--- config.mk ---
export PLATFORM = sky130hd
export DESIGN_NAME = csb_bus_ctrl
export DESIGN_NICKNAME = d
export VERILOG_FILES = /design/src/logic/csb_pkg.sv /design/src/logic/csb_bus_ctrl.sv /design/src/logic/csb_int_arb.sv
export VERILOG_INCLUDE_DIRS = /design/src /design/src/logic
export SDC_FILE = /design/constraint.sdc
export NUM_CORES = 1
export LEC_CHECK = 0
export ABC_AREA = 1
export BUFFER_PORTS_ARGS = -buffer_cell sky130_fd_sc_hd__buf_2
export CORE_ASPECT_RATIO = 0.6
export CORE_MARGIN = 2
export CORE_UTILIZATION = 47
export DETAILED_ROUTE_END_ITERATION = 8
export PLACE_DENSITY_LB_ADDON = 0.1
export SETUP_SLACK_MARGIN = 0.05
export SLEW_MARGIN = 20
export SYNTH_ARGS = -nofsm -noshare
export SYNTH_HDL_FRONTEND = slang
export SYNTH_SLANG_ARGS = --single-unit
export TNS_END_PERCENT = 1
--- constraint.sdc ---
create_clock -name clk_in -period 1.6 [get_ports clk_in]
set_clock_uncertainty 0.2 [all_clocks]
set_input_delay 0.16 -clock clk_in [delete_from_list [all_inputs] [get_ports clk_in]]
set_output_delay 0.16 -clock clk_in [all_outputs]
set_load 0.02 [all_outputs]
--- src/logic/csb_defines.svh ---
// Constants for the CPU system bus control block.
// Assumes inclusion by bare name from logic/ files.
`ifndef CSB_DEFINES_SVH
`define CSB_DEFINES_SVH

`define CSB_ADDR_W        16
`define CSB_DATA_W        8
`define CSB_RST_ADDR      16'h0000
`define CSB_RST_DATA      8'h00
`define CSB_RST_REFRESH_CYCLE_N      7'h00

`endif

--- src/logic/csb_pkg.sv ---
// Types for the CPU system bus control block.
// Assumes csb_defines.svh is available.
package csb_pkg;

  typedef enum logic [5:0] {
    CSB_IDLE  = 6'h01,
    CSB_ADDR  = 6'h02,
    CSB_STRB  = 6'h04,
    CSB_WAIT  = 6'h08,
    CSB_REFRESH_CYCLE_N  = 6'h10,
    CSB_HOLD  = 6'h20
  } csb_state_e;

  typedef enum logic [2:0] {
    CSB_MEM_RD = 3'h0,
    CSB_MEM_WR = 3'h1,
    CSB_IO_RD  = 3'h2,
    CSB_IO_WR  = 3'h3,
    CSB_FETCH  = 3'h4,
    CSB_INTACK = 3'h5
  } csb_kind_e;

endpackage

--- src/logic/csb_bus_ctrl.sv ---
// CPU system bus control: address, data, strobes, hold, wait.
// Assumes synchronous pins, external pull-ups on shared lines.
//
// Summary of operation
// Drive 16-bit address; refresh addresses during refresh cycles.
// Address lines become inputs during outside master peripheral access.
// Data bus outputs peripheral data on internal peripheral access.
// Read, store and I/O request become inputs for outside master.
// Store strobe asserted while write data is on data bus.
// Memory request low while valid memory address present.
// Memory request floats during outside master peripheral access.
// I/O request low while I/O address on low eight bits.
// Interrupt acknowledge asserts I/O request with opcode-fetch; vector read.
// Opcode-fetch asserted with memory request on every fetch.
// Emulation mode floats opcode-fetch, refresh and halt outputs.
// Refresh indicator with memory request while refresh address out.
// Maskable interrupt accepted only with enable flag set.
// Peripheral interrupts wire-ORed on open-drain pin, external pull-up.
// NMI wins over maskable and ignores enable flag.
// Halt output signals executed halt instruction.
// Other party asserts wired-OR bus hold request to float bus.
// Hold grant only after bus and strobes are floated.
// One variant floats hold grant in emulation mode.
// Processor waits while wait input stays active.
// One variant drives wait pin from on-chip generator in emulation.
// Finish current bus cycle before floating and granting hold.
`timescale 1ns/1ps
`default_nettype none
`include "csb_defines.svh"
module csb_bus_ctrl
  import csb_pkg::*;
#(
  parameter bit FLOAT_GRANT_IN_EMU = 1'b1  // Variant select
)
(
  input  wire logic                   clk_in,           // System clock
  input  wire logic                   sys_rst_in,       // Sync reset, high
  input  wire logic                   req_valid_in,     // Core cycle request
  input  wire logic [2:0]             req_kind_in,      // Cycle kind
  input  wire logic [`CSB_ADDR_W-1:0] req_addr_in,      // Cycle address
  input  wire logic [`CSB_DATA_W-1:0] req_wdata_in,     // Write data
  input  wire logic                   req_onchip_in,    // Target on-chip peripheral
  input  wire logic [`CSB_DATA_W-1:0] periph_rdata_in,  // On-chip read data
  input  wire logic                   refresh_req_in,   // Refresh slot request
  input  wire logic                   halt_in,          // Halt executed
  input  wire logic                   ie_flag_in,       // Interrupt enable flag
  input  wire logic                   periph_int_in,    // On-chip interrupt
  input  wire logic                   ext_access_in,    // Outside master on peripherals
  input  wire logic                   emu_mode_in,      // Emulation mode
  input  wire logic                   emu_wait_gen_in,  // On-chip wait generator
  input  wire logic [`CSB_ADDR_W-1:0] addr_in,          // Address pins in
  input  wire logic [`CSB_DATA_W-1:0] data_in,          // Data pins in
  input  wire logic                   rd_n_in,          // Read strobe in
  input  wire logic                   wr_n_in,          // Store strobe in
  input  wire logic                   io_request_n_in,  // I/O request in
  input  wire logic                   int_n_in,         // Interrupt pin level
  input  wire logic                   nmi_n_in,         // Non-maskable request
  input  wire logic                   bus_hold_request_n_in, // Hold request
  input  wire logic                   wait_n_in,        // Wait pin in
  output logic [`CSB_ADDR_W-1:0]      addr_out,         // Address pins out
  output logic                        addr_oe_out,      // Address drive enable
  output logic [`CSB_DATA_W-1:0]      data_out,         // Data pins out
  output logic                        data_oe_out,      // Data drive enable
  output logic                        rd_n_out,         // Read strobe
  output logic                        wr_n_out,         // Store strobe
  output logic                        strb_oe_out,      // Rd/wr drive enable
  output logic                        memory_request_n_out,    // Memory request
  output logic                        memory_request_oe_out,   // Its enable
  output logic                        io_request_n_out,        // I/O request
  output logic                        io_request_oe_out,       // Its enable
  output logic                        opcode_fetch_cycle_n_out,  // Fetch indicator
  output logic                        opcode_fetch_cycle_oe_out, // Its enable
  output logic                        refresh_cycle_n_out,  // Refresh indicator
  output logic                        refresh_cycle_oe_out, // Its enable
  output logic                        halt_n_out,       // Halt indicator
  output logic                        halt_oe_out,      // Its enable
  output logic                        bus_hold_grant_n_out,  // Hold grant
  output logic                        bus_hold_grant_oe_out, // Its enable
  output logic                        wait_n_out,       // Wait pin out
  output logic                        wait_oe_out,      // Wait drive enable
  output logic                        int_oe_out,       // Interrupt pull-low
  output logic                        cycle_done_out,   // Cycle finished pulse
  output logic [`CSB_DATA_W-1:0]      cycle_rdata_out,  // Captured read data
  output logic                        take_nmi_out,     // NMI to service
  output logic                        take_int_out,     // Maskable to service
  output logic [`CSB_ADDR_W-1:0]      ext_addr_out,     // Outside master address
  output logic                        ext_rd_out,       // Outside master read
  output logic                        ext_wr_out        // Outside master write
);

  //----------------------------------------
  // Helpers
  //----------------------------------------
  function automatic logic is_io(input logic [2:0] k);
    is_io = (k == CSB_IO_RD) || (k == CSB_IO_WR) || (k == CSB_INTACK);
  endfunction

  function automatic logic is_write(input logic [2:0] k);
    is_write = (k == CSB_MEM_WR) || (k == CSB_IO_WR);
  endfunction

  function automatic logic is_m1(input logic [2:0] k);
    is_m1 = (k == CSB_FETCH) || (k == CSB_INTACK);
  endfunction

  //----------------------------------------
  // State
  //----------------------------------------
  csb_state_e                state_ff;
  csb_state_e                nxt_state;
  logic [2:0]                kind_ff;
  logic                      onchip_ff;
  logic [`CSB_ADDR_W-1:0]    addr_ff;
  logic [`CSB_DATA_W-1:0]    wdata_ff;
  logic [6:0]                refresh_cycle_n_ff;
  logic                      rd_n_ff;
  logic                      wr_n_ff;
  logic                      memory_request_n_n_ff;
  logic                      io_request_n_n_ff;
  logic                      m1_n_ff;
  logic                      refresh_cycle_n_n_ff;
  logic                      float_ff;
  logic                      grant_n_ff;
  logic                      halt_n_ff;
  logic                      done_ff;
  logic [`CSB_DATA_W-1:0]    rdata_ff;
  logic                      ext_ff;
  logic [`CSB_ADDR_W-1:0]    ext_addr_ff;
  logic                      ext_rd_ff;
  logic                      ext_wr_ff;
  logic                      wait_drv_ff;
  logic                      hold_req;

  assign hold_req = !bus_hold_request_n_in;

  //----------------------------------------
  // Cycle sequencer
  //----------------------------------------
  always_comb
  begin
    nxt_state = state_ff;
    case (state_ff)
      CSB_IDLE:
      begin
        if (hold_req)
          nxt_state = CSB_HOLD;
        else if (req_valid_in)
          nxt_state = CSB_ADDR;
        else if (refresh_req_in)
          nxt_state = CSB_REFRESH_CYCLE_N;
      end
      CSB_ADDR: nxt_state = CSB_STRB;
      CSB_STRB: nxt_state = CSB_WAIT;
      CSB_WAIT:
      begin
        if (wait_n_in)
          nxt_state = CSB_IDLE;
      end
      CSB_REFRESH_CYCLE_N: nxt_state = CSB_IDLE;
      CSB_HOLD:
      begin
        if (!hold_req)
          nxt_state = CSB_IDLE;
      end
      default: nxt_state = CSB_IDLE;
    endcase
  end

  always_ff @(posedge clk_in)
  begin
    if (sys_rst_in)
      state_ff <= CSB_IDLE;
    else
      state_ff <= nxt_state;
  end

  // Latch the request when a cycle opens
  always_ff @(posedge clk_in)
  begin
    if (sys_rst_in)
    begin
      kind_ff   <= CSB_MEM_RD;
      onchip_ff <= 1'b0;
      addr_ff   <= `CSB_RST_ADDR;
      wdata_ff  <= `CSB_RST_DATA;
    end
    else if (state_ff == CSB_IDLE && nxt_state == CSB_ADDR)
    begin
      kind_ff   <= req_kind_in;
      onchip_ff <= req_onchip_in;
      addr_ff   <= req_addr_in;
      wdata_ff  <= req_wdata_in;
    end
    else if (nxt_state == CSB_REFRESH_CYCLE_N)
      addr_ff   <= {addr_ff[15:8], 1'b0, refresh_cycle_n_ff};
  end

  // Refresh counter
  always_ff @(posedge clk_in)
  begin
    if (sys_rst_in)
      refresh_cycle_n_ff <= `CSB_RST_REFRESH_CYCLE_N;
    else if (state_ff == CSB_REFRESH_CYCLE_N)
      refresh_cycle_n_ff <= refresh_cycle_n_ff + 7'h01;
  end

  //----------------------------------------
  // Strobes
  //----------------------------------------
  always_ff @(posedge clk_in)
  begin
    if (sys_rst_in)
    begin
      memory_request_n_n_ff <= 1'b1;
      io_request_n_n_ff <= 1'b1;
      m1_n_ff   <= 1'b1;
      refresh_cycle_n_n_ff <= 1'b1;
      rd_n_ff   <= 1'b1;
      wr_n_ff   <= 1'b1;
    end
    else
    begin
      memory_request_n_n_ff <= !((nxt_state == CSB_STRB || nxt_state == CSB_WAIT) && !is_io(kind_ff))
                   && !(nxt_state == CSB_REFRESH_CYCLE_N);
      io_request_n_n_ff <= !((nxt_state == CSB_STRB || nxt_state == CSB_WAIT) && is_io(kind_ff));
      m1_n_ff   <= !((nxt_state == CSB_ADDR || nxt_state == CSB_STRB || nxt_state == CSB_WAIT)
                   && is_m1((state_ff == CSB_IDLE) ? req_kind_in : kind_ff));
      refresh_cycle_n_n_ff <= !(nxt_state == CSB_REFRESH_CYCLE_N);
      rd_n_ff   <= !((nxt_state == CSB_STRB || nxt_state == CSB_WAIT) && !is_write(kind_ff));
      wr_n_ff   <= !((nxt_state == CSB_STRB || nxt_state == CSB_WAIT) && is_write(kind_ff));
    end
  end

  // Done pulse and read capture
  always_ff @(posedge clk_in)
  begin
    if (sys_rst_in)
    begin
      done_ff  <= 1'b0;
      rdata_ff <= `CSB_RST_DATA;
    end
    else
    begin
      done_ff <= (state_ff == CSB_WAIT) && wait_n_in;
      if (state_ff == CSB_WAIT && wait_n_in)
        rdata_ff <= onchip_ff ? periph_rdata_in : data_in;
    end
  end

  //----------------------------------------
  // Bus hold
  //----------------------------------------
  always_ff @(posedge clk_in)
  begin
    if (sys_rst_in)
    begin
      float_ff   <= 1'b0;
      grant_n_ff <= 1'b1;
    end
    else
    begin
      float_ff   <= (nxt_state == CSB_HOLD);
      grant_n_ff <= !(float_ff && nxt_state == CSB_HOLD);
    end
  end

  //----------------------------------------
  // Outside master and status
  //----------------------------------------
  always_ff @(posedge clk_in)
  begin
    if (sys_rst_in)
    begin
      ext_ff      <= 1'b0;
      ext_addr_ff <= `CSB_RST_ADDR;
      ext_rd_ff   <= 1'b0;
      ext_wr_ff   <= 1'b0;
      halt_n_ff   <= 1'b1;
      wait_drv_ff <= 1'b1;
    end
    else
    begin
      ext_ff      <= ext_access_in && float_ff;
      ext_addr_ff <= addr_in;
      ext_rd_ff   <= ext_ff && !rd_n_in && !io_request_n_in;
      ext_wr_ff   <= ext_ff && !wr_n_in && !io_request_n_in;
      halt_n_ff   <= !halt_in;
      wait_drv_ff <= !emu_wait_gen_in;
    end
  end

  // Data drive for writes and on-chip reads
  always_comb
  begin
    data_out    = is_write(kind_ff) ? wdata_ff : periph_rdata_in;
    data_oe_out = !float_ff && (state_ff == CSB_STRB || state_ff == CSB_WAIT)
                  && (is_write(kind_ff) || onchip_ff);
  end

  //----------------------------------------
  // Pin drive
  //----------------------------------------
  assign addr_out                  = addr_ff;
  assign addr_oe_out               = !float_ff;
  assign rd_n_out                  = rd_n_ff;
  assign wr_n_out                  = wr_n_ff;
  assign strb_oe_out               = !float_ff;
  assign memory_request_n_out      = memory_request_n_n_ff;
  assign memory_request_oe_out     = !float_ff;
  assign io_request_n_out          = io_request_n_n_ff;
  assign io_request_oe_out         = !float_ff;
  assign opcode_fetch_cycle_n_out  = m1_n_ff;
  assign opcode_fetch_cycle_oe_out = !emu_mode_in;
  assign refresh_cycle_n_out       = refresh_cycle_n_n_ff;
  assign refresh_cycle_oe_out      = !emu_mode_in;
  assign halt_n_out                = halt_n_ff;
  assign halt_oe_out               = !emu_mode_in;
  assign bus_hold_grant_n_out      = grant_n_ff;
  assign bus_hold_grant_oe_out     = !(emu_mode_in && FLOAT_GRANT_IN_EMU);
  assign wait_n_out                = wait_drv_ff;
  assign wait_oe_out               = emu_mode_in && FLOAT_GRANT_IN_EMU;
  assign cycle_done_out            = done_ff;
  assign cycle_rdata_out           = rdata_ff;
  assign ext_addr_out              = ext_addr_ff;
  assign ext_rd_out                = ext_rd_ff;
  assign ext_wr_out                = ext_wr_ff;

  csb_int_arb u_int_arb
  (
    .clk_in         (clk_in),
    .sys_rst_in     (sys_rst_in),
    .int_pin_n_in   (int_n_in),
    .periph_int_in  (periph_int_in),
    .nmi_n_in       (nmi_n_in),
    .ie_flag_in     (ie_flag_in),
    .ack_in         (cycle_done_out && kind_ff == CSB_INTACK),
    .int_pin_oe_out (int_oe_out),
    .take_nmi_out   (take_nmi_out),
    .take_int_out   (take_int_out)
  );
endmodule
`default_nettype wire

--- src/logic/csb_int_arb.sv ---
// Interrupt arbiter: non-maskable over maskable request.
// Assumes synchronous inputs, one clock.
`timescale 1ns/1ps
`default_nettype none
module csb_int_arb
  import csb_pkg::*;
(
  input  wire logic clk_in,          // System clock
  input  wire logic sys_rst_in,      // Sync reset, high
  input  wire logic int_pin_n_in,    // Maskable request pin level
  input  wire logic periph_int_in,   // On-chip peripheral request
  input  wire logic nmi_n_in,        // Non-maskable request
  input  wire logic ie_flag_in,      // Interrupt enable flag
  input  wire logic ack_in,          // Service taken
  output logic      int_pin_oe_out,  // Open-drain pull-low enable
  output logic      take_nmi_out,    // NMI pending
  output logic      take_int_out     // Maskable pending
);
  logic nmi_prev_ff;
  logic nmi_pend_ff;
  logic int_oe_ff;

  // Peripheral requests pull the shared line low
  always_ff @(posedge clk_in)
  begin
    if (sys_rst_in)
      int_oe_ff <= 1'b0;
    else
      int_oe_ff <= periph_int_in;
  end

  // NMI is edge latched; set wins over clear
  always_ff @(posedge clk_in)
  begin
    if (sys_rst_in)
    begin
      nmi_prev_ff <= 1'b1;
      nmi_pend_ff <= 1'b0;
    end
    else
    begin
      nmi_prev_ff <= nmi_n_in;
      if (nmi_prev_ff && !nmi_n_in)
        nmi_pend_ff <= 1'b1;
      else if (ack_in)
        nmi_pend_ff <= 1'b0;
    end
  end

  assign int_pin_oe_out = int_oe_ff;
  assign take_nmi_out   = nmi_pend_ff;
  assign take_int_out   = !nmi_pend_ff && !int_pin_n_in && ie_flag_in;
endmodule
`default_nettype wire

==> results of run 1 <==
==> layer usage <==
metal | GRT usage | vias to the layer above | wire (um)
met4 | 0.0534 | 0 | 52
met2 | 0.425 | 167 | 4800
met1 | 0.313 | 1683 | 4320
li1 | - | 1815 | -
met3 | 0.0813 | 8 | 847
met5 | 0 | - | 0
==> flip-flops by register name, indices dropped and copies added (netlist names), 3 cells and up <==
name                flops
ext_addr_out           16
refresh_cycle_n_ff      7
wdata_ff                8
cycle_rdata_out         8
kind_ff                 3
addr_out               16
state_ff                6
==> area by class of cell <==
class                      count  share of cell area
clock inverter                 6              0.0154
inverter                      54              0.0393
sequential                    82               0.310
timing repair buffer         238               0.309
tap                           87              0.0204
clock buffer                   9              0.0421
multi-input combinational    275               0.264
==> what timing repair did <==
action,CTS,global route
hold endpoints to repair,54,0
endpoints found under the setup margin,24,61
buffers inserted,14,0
pin swaps,8,8
hold buffers,55,0
resized for setup,42,32
gates cloned,0,1
==> cells in the final DEF (no fill, tap or decap), types with 3 or more instances in the layout <==
master,synthesis,routed
sky130_fd_sc_hd__inv_2,4,7
sky130_fd_sc_hd__dfxtp_1,82,74
sky130_fd_sc_hd__nand2_4,1,3
sky130_fd_sc_hd__nor2_1,73,70
sky130_fd_sc_hd__inv_1,49,44
sky130_fd_sc_hd__o21ai_1,20,20
sky130_fd_sc_hd__a21oi_2,2,3
sky130_fd_sc_hd__dfxtp_4,0,3
sky130_fd_sc_hd__clkbuf_16,0,9
sky130_fd_sc_hd__nand4_1,8,8
sky130_fd_sc_hd__dfxtp_2,0,5
sky130_fd_sc_hd__a21oi_1,24,23
sky130_fd_sc_hd__nand2_1,80,70
sky130_fd_sc_hd__nor2_4,1,5
sky130_fd_sc_hd__dlygate4sd3_1,0,55
sky130_fd_sc_hd__nand3_1,30,28
sky130_fd_sc_hd__buf_6,3,17
sky130_fd_sc_hd__buf_2,4,140
sky130_fd_sc_hd__clkinv_2,0,3
sky130_fd_sc_hd__inv_4,0,3
sky130_fd_sc_hd__o21ai_0,10,8
sky130_fd_sc_hd__nand2_2,4,12
sky130_fd_sc_hd__mux2_2,8,8
sky130_fd_sc_hd__buf_4,7,25
==> worst max path at each step <==
| stage | slack [ps] | endpoint | depth (start not counted) | startpoint |
|---|---|---|---|---|
| 2_1_floorplan | 170 | kind_ff[2]$_SDFFE_PP0N_ | 7 | state_ff[4]$_SDFF_PP0_ |
| 3_3_place_gp | 60 | addr_out[6]$_SDFFE_PP0P_ | 8 | state_ff[4]$_SDFF_PP0_ |
| 3_5_place_dp | 9 | addr_out[5]$_SDFFE_PP0P_ | 8 | state_ff[4]$_SDFF_PP0_ |
| 4_1_cts | -20 | data_oe_out | 6 | state_ff[1]$_SDFF_PP0_ |
| 5_1_grt | -70 | data_oe_out | 6 | state_ff[5]$_SDFF_PP0_ |
| 6_report | -9 | data_oe_out | 5 | state_ff[2]$_SDFF_PP0_ |
==> per-stage QoR <==
step | worst slack [ps] | std cells
floorplan | 169 | 434
global placement | 56.1 | 666
detailed placement | 9.39 | 666
CTS | -22.0 | 750
global route | -70.4 | 751
finish | -9.24 | 751
==> kinds of logic after synthesis <==
kind of cell | count (synthesis)
buf+inv | 77
compound gates | 58
mux | 8
xor+xnor | 2
flops | 82
fa+ha+maj | 1
simple gates | 206
==> worst max-delay path, cell delays in order (launching register included) <==
cell and delay [ps]:
sky130_fd_sc_hd__dfxtp_4 380, sky130_fd_sc_hd__inv_1 60, sky130_fd_sc_hd__nor2_2 130, sky130_fd_sc_hd__o21ai_2 80, sky130_fd_sc_hd__nor2_1 100, sky130_fd_sc_hd__buf_4 150
==> power breakdown <==
part           switching, mW  leakage, nW  total [mW]  internal [mW]
Combinational          0.650         1.80        1.19          0.540
Sequential            0.0672        0.675        2.23           2.16
Clock                  0.793        0.151        2.14           1.35
==> run summary, run 1 <==
category of the critical setup timing path: flip-flop to output pin
count of boundary I/O pins: 150
critical path required time: 1240 ps
vias in the first global route: 3257
compound-cell area share of the yosys netlist: 0.0938
P per Cell Area: 1040 mW/mm^2
gp weighted congestion: 0.833
unrepaired setup endpoints after global routing: yes
worst hold path class: input port to flip-flop
routed wire length: 10.0 mm
final-layout setup total negative slack: -9.24 ps
final setup fails: 1
dominant combinational cell family by area after synthesis: simple AND/OR/NAND/NOR gates
IR Drop Worst-Case VDD: 0.000852 V
Hold Crit Start: data_in[2]
register area: 0.00166 mm^2
worst hold margin: 18.0 ps
overall overflow remaining after global route: 0
hold-critical path endpoint: cycle_rdata_out[2]$_SDFFE_PP0P_
asr flop ratio synth: 0
clock-pin slew on the worst setup and hold paths: 60 ps
floorplan row count: 23
Placed Area: 0.00418 mm^2
adder-cell area share of the yosys netlist: 0.00378
DIE WIDTH: 112 um
main flop type after synthesis: sky130_fd_sc_hd__dfxtp_1
share of cells above drive strength 1: 0.386
Least-Margin Pin Slew: 324 ps
biggest area consumer among synthesized cells: sky130_fd_sc_hd__dfxtp_1
clock insertion delay at the later pin of the skew report: 340 ps
Root Buffer: sky130_fd_sc_hd__clkbuf_16
cell leakage power: 2.63 nW
proportion of netlist area held by the largest area contributor: 0.496
number of antenna violations at the first check in global routing: 0
design area: 0.00535 mm^2
Unique masters post-synth: 31
post-route ant nets: 0
register bit count reported by yosys: 82
area enclosed by the die boundary: 0.00775 mm^2
Slew HR: 0.784
IO Port Bufs: 149
number of CTS-inserted buffers: 9
biggest fanout along the worst timing path: 3
mux contribution to synthesized area: 0.0272
Crit path arrival time: 1250 ps
Placeable Area: 0.00673 mm^2
Net Count, Synth: 512
Mapped Avg Cell Area: 7.62 um^2
shortest clock period the worst path allows after layout: 1610 ps
number of detailed-routing iterations run before antenna repair: 5
final clock period utilization by the worst path: 1.01
FILL cells: 481
clock tree from TritonCTS: built
max-slew violation count: 0
vias per std cell: 4.89
# DRC: 0
post-detail-place hpwl: 6.42 mm
number of flops mapped to enable cells by yosys: 0
post-synthesis share of cell area spent on and, or, nand and nor gates: 0.270
Final Hold Violating Endpoints: 0
Detailed Route Iter0 Violations: 220
height of the chip: 69.0 um
hold-critical path depth: 4
maximum number of pins on one net before global-route repair: 31
main area contributors after synthesis: sky130_fd_sc_hd__dfxtp_1 50%, sky130_fd_sc_hd__nand2_1 9.1%, sky130_fd_sc_hd__nor2_1 8.3%
top-count cell post-synth: sky130_fd_sc_hd__dfxtp_1
final net count: 738
fraction of the core area covered by cells at the end of the flow: 0.794
synthesized instance count: 434
crit path capture type: output pin
effective utilization at floorplan: 0.491
Yosys warnings: 0
number of diodes: 0
highest attainable clock frequency: 621 MHz
most common library cells after synthesis: 82 x sky130_fd_sc_hd__dfxtp_1, 80 x sky130_fd_sc_hd__nand2_1, 73 x sky130_fd_sc_hd__nor2_1
smallest setup slack after layout: -9.24 ps
area taken by multi-input logic gates: 0.00141 mm^2
run status: finished, violations left
detailed-route wire length per cell: 13.3 um
reg-to-reg startpoint: state_ff[5]$_SDFF_PP0_
depth of the worst register-to-register path: 9
Reg-to-Reg End: cycle_rdata_out[4]$_SDFFE_PP0P_
maximum clock path buffer count: 2
post-synthesis share of cell area spent on xor and xnor gates: 0.00530
H-Tree Depth: 3
violations in the final reports: setup timing
overall power: 5.56 mW
wire length of the first global-routing pass: 15.0 mm
total routing usage reported by global routing: 0.248
area overhead of the layout relative to synthesis: 61.7%
vias after detailed routing: 3673
sequential-to-total area share from yosys stat: 0.496
worst setup slack for register-to-register paths: 20 ps
CTS sink cnt: 82
max-cap viol count: 0
Critical Path Source Type: flip-flop
netlist area before placement: 0.00331 mm^2
Note: power is estimated with default switching activity, not from simulation.
==> run 2: changes to the inputs <==
==> constraint.sdc (replaced) <==
create_clock -name clk_in -period 1.5 [get_ports clk_in]
set_clock_uncertainty 0.2 [all_clocks]
set_input_delay 0.15 -clock clk_in [delete_from_list [all_inputs] [get_ports clk_in]]
set_output_delay 0.15 -clock clk_in [all_outputs]
set_load 0.02 [all_outputs]
==> run summary, run 2 (synthesis gave the netlist of run 1 again) <==
run status: finished, violations left (unchanged)
violations in the final reports: setup timing (unchanged)
design area: 0.00537 mm^2 (was 0.00535 mm^2)
share of cells above drive strength 1: 0.387 (was 0.386)
H-Tree Depth: 3 (unchanged)
dominant delay contributor by cell family on the critical path: flip-flops (unchanged)
gp weighted congestion: 0.871 (was 0.833)
clock-pin slew on the worst setup and hold paths: 60 ps (about the same)
final net count: 739 (was 738)
Placeable Area: 0.00673 mm^2 (unchanged)
Reg-to-Reg End: addr_out[3]$_SDFFE_PP0P_ (was cycle_rdata_out[4]$_SDFFE_PP0P_)
IR Drop Worst-Case VDD: 0.000890 V (was 0.000852 V)
maximum clock path buffer count: 2 (unchanged)
total routing usage reported by global routing: 0.257 (was 0.248)
vias in the first global route: 3274 (was 3257)
worst hold margin: 9.22 ps (was 18.0 ps)
highest attainable clock frequency: 611 MHz
# DRC: 0 (unchanged)
number of detailed-routing iterations run before antenna repair: 5 (unchanged)
smallest setup slack after layout: -136 ps (was -9.24 ps)
biggest fanout along the worst timing path: 3 (unchanged)
Critical Path Source Type: flip-flop (unchanged)
most common cell after layout, fill and taps aside: sky130_fd_sc_hd__buf_2 (unchanged)
reg-to-reg startpoint: state_ff[3]$_SDFF_PP0_ (was state_ff[5]$_SDFF_PP0_)
vias after detailed routing: 3642 (was 3673)
commonest cells after routing, fill and taps aside: 141 x sky130_fd_sc_hd__buf_2, 75 x sky130_fd_sc_hd__nand2_1, 74 x sky130_fd_sc_hd__dfxtp_1 (was 140 x sky130_fd_sc_hd__buf_2, 74 x sky130_fd_sc_hd__dfxtp_1, 70 x sky130_fd_sc_hd__nand2_1, 70 x sky130_fd_sc_hd__nor2_1, 55 x sky130_fd_sc_hd__dlygate4sd3_1)
largest incremental delay on the critical path: 370 ps (was 380 ps)
Hold Crit Start: data_in[3] (was data_in[2])
final clock period utilization by the worst path: 1.09
count of boundary I/O pins: 150 (unchanged)
hold-critical path depth: 4 (unchanged)
maximum number of pins on one net before global-route repair: 33 (was 31)
internal portion of total power: 4.24 mW (was 4.05 mW)
post-detail-place hpwl: 6.52 mm (was 6.42 mm)
clock tree from TritonCTS: built (unchanged)
crit path capture type: output pin (unchanged)
area overhead of the layout relative to synthesis: 62.4% (was 61.7%)
worst hold path class: input port to flip-flop (unchanged)
detailed-route wire length per cell: 13.8 um (was 13.3 um)
net switching power figure: 1.68 mW (was 1.51 mW)
worst setup slack for register-to-register paths: -40 ps (was 20 ps)
critical path required time: 1150 ps (was 1240 ps)
Crit path arrival time: 1290 ps (was 1250 ps)
area enclosed by the die boundary: 0.00775 mm^2 (unchanged)
Root Buffer: sky130_fd_sc_hd__clkbuf_16 (unchanged)
DIE WIDTH: 112 um (unchanged)
switching share of power: 0.284 (was 0.272)
worst path bufs/invs: 2 (unchanged)
routed wire length: 10.4 mm (was 10.0 mm)
cell leakage power: 2.62 nW (was 2.63 nW)
shortest clock period the worst path allows after layout: 1640 ps
Placed Cells incl. Taps: 671 (was 666)
number of diodes: 0 (unchanged)
sequence of cells on the critical path: inv_4 -> nand2_4 -> nor2_4 -> o21ai_2 -> nor2_1 -> buf_4 (was inv_1 -> nor2_2 -> o21ai_2 -> nor2_1 -> buf_4)
number of antenna violations at the first check in global routing: 0 (unchanged)
overall power: 5.91 mW (was 5.56 mW)
vias per std cell: 4.84 (was 4.89)
Slew HR: 0.784 (about the same)
combinational share of power: 0.218 (was 0.214)
Placed Area: 0.00424 mm^2 (was 0.00418 mm^2)
clock network power share: 0.380 (was 0.385)
P per Cell Area: 1100 mW/mm^2 (was 1040 mW/mm^2)
overall overflow remaining after global route: 0 (unchanged)
CTS sink cnt: 82 (unchanged)
Least-Margin Pin Slew: 322 ps (was 324 ps)
sequential share of power: 0.402 (was 0.401)
category of the critical setup timing path: flip-flop to output pin (unchanged)
clock insertion delay at the later pin of the skew report: 340 ps (about the same)
Final Hold Violating Endpoints: 0 (unchanged)
max-cap viol count: 0 (unchanged)
unrepaired setup endpoints after global routing: yes (unchanged)
max-slew violation count: 0 (unchanged)
height of the chip: 69.0 um (unchanged)
number of CTS-inserted buffers: 9 (unchanged)
post-route ant nets: 0 (unchanged)
cell with the biggest individual delay on the critical path: sky130_fd_sc_hd__dfxtp_4 (unchanged)
Detailed Route Iter0 Violations: 249 (was 220)
hold-critical path endpoint: cycle_rdata_out[3]$_SDFFE_PP0P_ (was cycle_rdata_out[2]$_SDFFE_PP0P_)
Worst path depth: 6 (was 5)
wire length of the first global-routing pass: 15.5 mm (was 15.0 mm)
depth of the worst register-to-register path: 8 (was 9)
post-route insts no fill: 753 (was 751)
final setup fails: 28 (was 1)
floorplan row count: 23 (unchanged)
IO Port Bufs: 149 (unchanged)
effective utilization at floorplan: 0.491 (unchanged)
==> run 2: layout make-up <==
class	count	area [um^2]
flip-flops and latches	82	1660
repair buffers	239	1660
multi-input cells	275	1430
fillers	477	1360
clock buffers	11	243
inverters	54	210
well taps	87	109
clock inverters	5	62.6
==> run 2: metal layers <==
layer  vias to the layer above  wire (um)  track usage
met2                       188       4820        0.428
li1                       1817          -            -
met1                      1613       4450        0.329
met5                         -          0            0
met3                        24        927       0.0673
met4                         0        213       0.0960
==> run 2: worst max path at each step <==
stage	startpoint	end	slack [ps]
6_report	state_ff[4]$_SDFF_PP0_	data_oe_out	-140
5_1_grt	state_ff[5]$_SDFF_PP0_	data_oe_out	-170
4_1_cts	kind_ff[2]$_SDFFE_PP0N_	data_out[0]	-120
3_5_place_dp	state_ff[4]$_SDFF_PP0_	addr_out[3]$_SDFFE_PP0P_	-30
3_3_place_gp	state_ff[1]$_SDFF_PP0_	refresh_cycle_n_out$_SDFF_PP1_	4
2_1_floorplan	state_ff[4]$_SDFF_PP0_	kind_ff[2]$_SDFFE_PP0N_	70
==> run 2: worst min-delay path, cell delays in order <==
cell and delay [ps]:
sky130_fd_sc_hd__buf_2 80, sky130_fd_sc_hd__mux2_2 130, sky130_fd_sc_hd__nand2_1 50, sky130_fd_sc_hd__a21oi_1 100
==> run 2: power groups by stage <==
stage / Combinational (mW) / Sequential, mW / Clock [mW]
floorplan: 0.553 / 2.50 / 0
global placement: 0.998 / 2.42 / 0
detailed placement: 1.01 / 2.42 / 0
CTS: 1.19 / 2.38 / 2.28
global route: 1.38 / 2.39 / 2.35
finish: 1.29 / 2.38 / 2.25
==> run 2: repair_timing <==
action | in CTS | in global routing
pin swaps | 9 | 7
setup endpoints to repair | 52 | 62
resized for setup | 39 | 33
hold buffers | 56 | 0
gates cloned | 0 | 1
hold endpoints to repair | 55 | 0
buffers inserted | 6 | 3
==> run 2: through the flow <==
stage	setup TNS, ps	utilization	setup slack, ps
2_1_floorplan	0	-	68.8
3_3_place_gp	0	0.630	4.02
3_5_place_dp	-231	0.630	-28.4
4_1_cts	-955	0.779	-119
5_1_grt	-4120	0.798	-175
6_report	-1090	0.798	-136
==> run 3: changes to the inputs <==
--- a/config.mk
+++ b/config.mk
@@ -10,7 +10,7 @@
 export BUFFER_PORTS_ARGS = -buffer_cell sky130_fd_sc_hd__buf_2
 export CORE_ASPECT_RATIO = 0.6
 export CORE_MARGIN = 2
-export CORE_UTILIZATION = 47
+export CORE_UTILIZATION = 40
 export DETAILED_ROUTE_END_ITERATION = 8
 export PLACE_DENSITY_LB_ADDON = 0.1
 export SETUP_SLACK_MARGIN = 0.05
==> run summary, run 3 (synthesis gave the netlist of run 1 again) <==
biggest fanout along the worst timing path: 3 (unchanged)
Slew HR: 0.809 (was 0.784)
Final Hold Violating Endpoints: 0 (unchanged)
fraction of the core area covered by cells at the end of the flow: 0.674 (was 0.798)
FILL cells: 654 (was 477)
cell leakage power: 2.60 nW (was 2.62 nW)
Placed Area: 0.00425 mm^2 (was 0.00424 mm^2)
max-cap viol count: 0 (unchanged)
floorplan row count: 25 (was 23)
total routing usage reported by global routing: 0.218 (was 0.257)
wire length of the first global-routing pass: 15.1 mm (was 15.5 mm)
most common cell after layout, fill and taps aside: sky130_fd_sc_hd__buf_2 (unchanged)
Least-Margin Pin Slew: 285 ps (was 322 ps)
effective utilization at floorplan: 0.416 (was 0.491)
# DRC: 0 (unchanged)
shortest clock period the worst path allows after layout: 1600 ps (was 1640 ps)
violations in the final reports: setup timing (unchanged)
Placeable Area: 0.00795 mm^2 (was 0.00673 mm^2)
number of CTS-inserted buffers: 9 (unchanged)
final net count: 734 (was 739)
vias after detailed routing: 3557 (was 3642)
detailed-route wire length per cell: 12.8 um (was 13.8 um)
commonest cells after routing, fill and taps aside: 141 x sky130_fd_sc_hd__buf_2, 74 x sky130_fd_sc_hd__nand2_1, 74 x sky130_fd_sc_hd__dfxtp_1 (was 141 x sky130_fd_sc_hd__buf_2, 75 x sky130_fd_sc_hd__nand2_1, 74 x sky130_fd_sc_hd__dfxtp_1)
maximum clock path buffer count: 2 (unchanged)
overall power: 5.94 mW (was 5.91 mW)
clock-pin slew on the worst setup and hold paths: 60 ps (about the same)
highest attainable clock frequency: 624 MHz (was 611 MHz)
Detailed Route Iter0 Violations: 201 (was 249)
final-layout setup total negative slack: -972 ps (was -1090 ps)
worst hold path class: input port to flip-flop (unchanged)
crit path capture type: output pin (unchanged)
number of detailed-routing iterations run before antenna repair: 5 (unchanged)
CTS sink cnt: 82 (unchanged)
post-detail-place hpwl: 6.52 mm (about the same)
worst setup slack for register-to-register paths: -50 ps (was -40 ps)
count of boundary I/O pins: 150 (unchanged)
Crit path arrival time: 1250 ps (was 1290 ps)
area overhead of the layout relative to synthesis: 62.0% (was 62.4%)
routed wire length: 9.80 mm (was 10.4 mm)
clock insertion delay at the later pin of the skew report: 340 ps (about the same)
post-route ant nets: 0 (unchanged)
gp weighted congestion: 0.846 (was 0.871)
design area: 0.00536 mm^2 (was 0.00537 mm^2)
IO Port Bufs: 149 (unchanged)
max-slew violation count: 0 (unchanged)
IR Drop Worst-Case VDD: 0.000720 V (was 0.000890 V)
maximum number of pins on one net before global-route repair: 46 (was 33)
DIE WIDTH: 121 um (was 112 um)
overall overflow remaining after global route: 0 (unchanged)
height of the chip: 74.4 um (was 69.0 um)
final clock period utilization by the worst path: 1.07 (was 1.09)
unrepaired setup endpoints after global routing: yes (unchanged)
vias per std cell: 4.63 (was 4.84)
Root Buffer: sky130_fd_sc_hd__clkbuf_16 (unchanged)
final setup fails: 33 (was 28)
Critical Path Source Type: flip-flop (unchanged)
H-Tree Depth: 3 (unchanged)
area enclosed by the die boundary: 0.00904 mm^2 (was 0.00775 mm^2)
vias in the first global route: 3119 (was 3274)
number of diodes: 0 (unchanged)
clock tree from TritonCTS: built (unchanged)
run status: finished, violations left (unchanged)
critical path required time: 1150 ps (about the same)
share of cells above drive strength 1: 0.379 (was 0.387)
number of antenna violations at the first check in global routing: 0 (unchanged)
worst hold margin: 12.1 ps (was 9.22 ps)
smallest setup slack after layout: -102 ps (was -136 ps)
P per Cell Area: 1110 mW/mm^2 (was 1100 mW/mm^2)
category of the critical setup timing path: flip-flop to output pin (unchanged)
[run 3: cell count changes in the layout (fill, tap and decap cells not counted), sizes merged]
cell	delta
buf	-5
inv	-3
bufinv	+1
clkinv	+1
clkinvlp	+1
dlygate4sd3	-1
[run 3: path summary, 6_finish.rpt]
check,startpoint,end,cells past startpoint
min reg2reg,float_ff$_SDFF_PP0_,bus_hold_grant_n_out$_SDFF_PP1_,1
min,data_in[3],cycle_rdata_out[3]$_SDFFE_PP0P_,4
max reg2reg,state_ff[5]$_SDFF_PP0_,addr_out[11]$_SDFFE_PP0N_,7
max,state_ff[5]$_SDFF_PP0_,data_oe_out,6
[run 3: layer usage]
metal / part of all wire / track usage / wire length [um] / up-vias
met5: 0 / 0 / 0 / -
met4: 0.014 / 0.0754 / 142 / 0
met3: 0.089 / 0.0683 / 871 / 17
met2: 0.44 / 0.336 / 4270 / 133
met1: 0.46 / 0.293 / 4520 / 1603
li1: - / - / - / 1804
[run 3: worst max-delay path: stages, from the launching register on]
cell and delay, ps:
sky130_fd_sc_hd__dfxtp_4 360, sky130_fd_sc_hd__inv_4 60, sky130_fd_sc_hd__nand2_4 50, sky130_fd_sc_hd__nor2_4 130
sky130_fd_sc_hd__o21ai_2 70, sky130_fd_sc_hd__nor2_1 90, sky130_fd_sc_hd__buf_4 150
[run 3: layout make-up]
type                            instances  area [um^2]  share of cell area
Timing Repair Buffer                  234         1620               0.302
Clock inverter                          5         80.1              0.0149
Sequential cell                        82         1660               0.310
Clock buffer                           10          229              0.0427
Inverter                               54          219              0.0409
Tap cell                              108          135              0.0252
Multi-Input combinational cell        275         1410               0.264
[run 3: where the power goes]
part | internal, mW | switching [mW]
combinational | 0.580 | 0.685
clock | 1.44 | 0.853
sequential | 2.31 | 0.0682
[run 3: what timing repair did]
item                                   in CTS  in global routing
setup endpoints to repair                  54                 65
pin swaps                                   7                  8
endpoints found under the hold margin      55                  0
gates resized for setup                    54                 17
gates cloned                                1                  0
hold buffers                               55                  0
buffers inserted                            7                  0
[run 3: per-stage QoR]
step / setup WS, ps / instances
floorplan: 68.8 / 434
global placement: -17.4 / 690
detailed placement: -44.3 / 690
CTS: -101 / 768
global route: -175 / 768
finish: -102 / 768
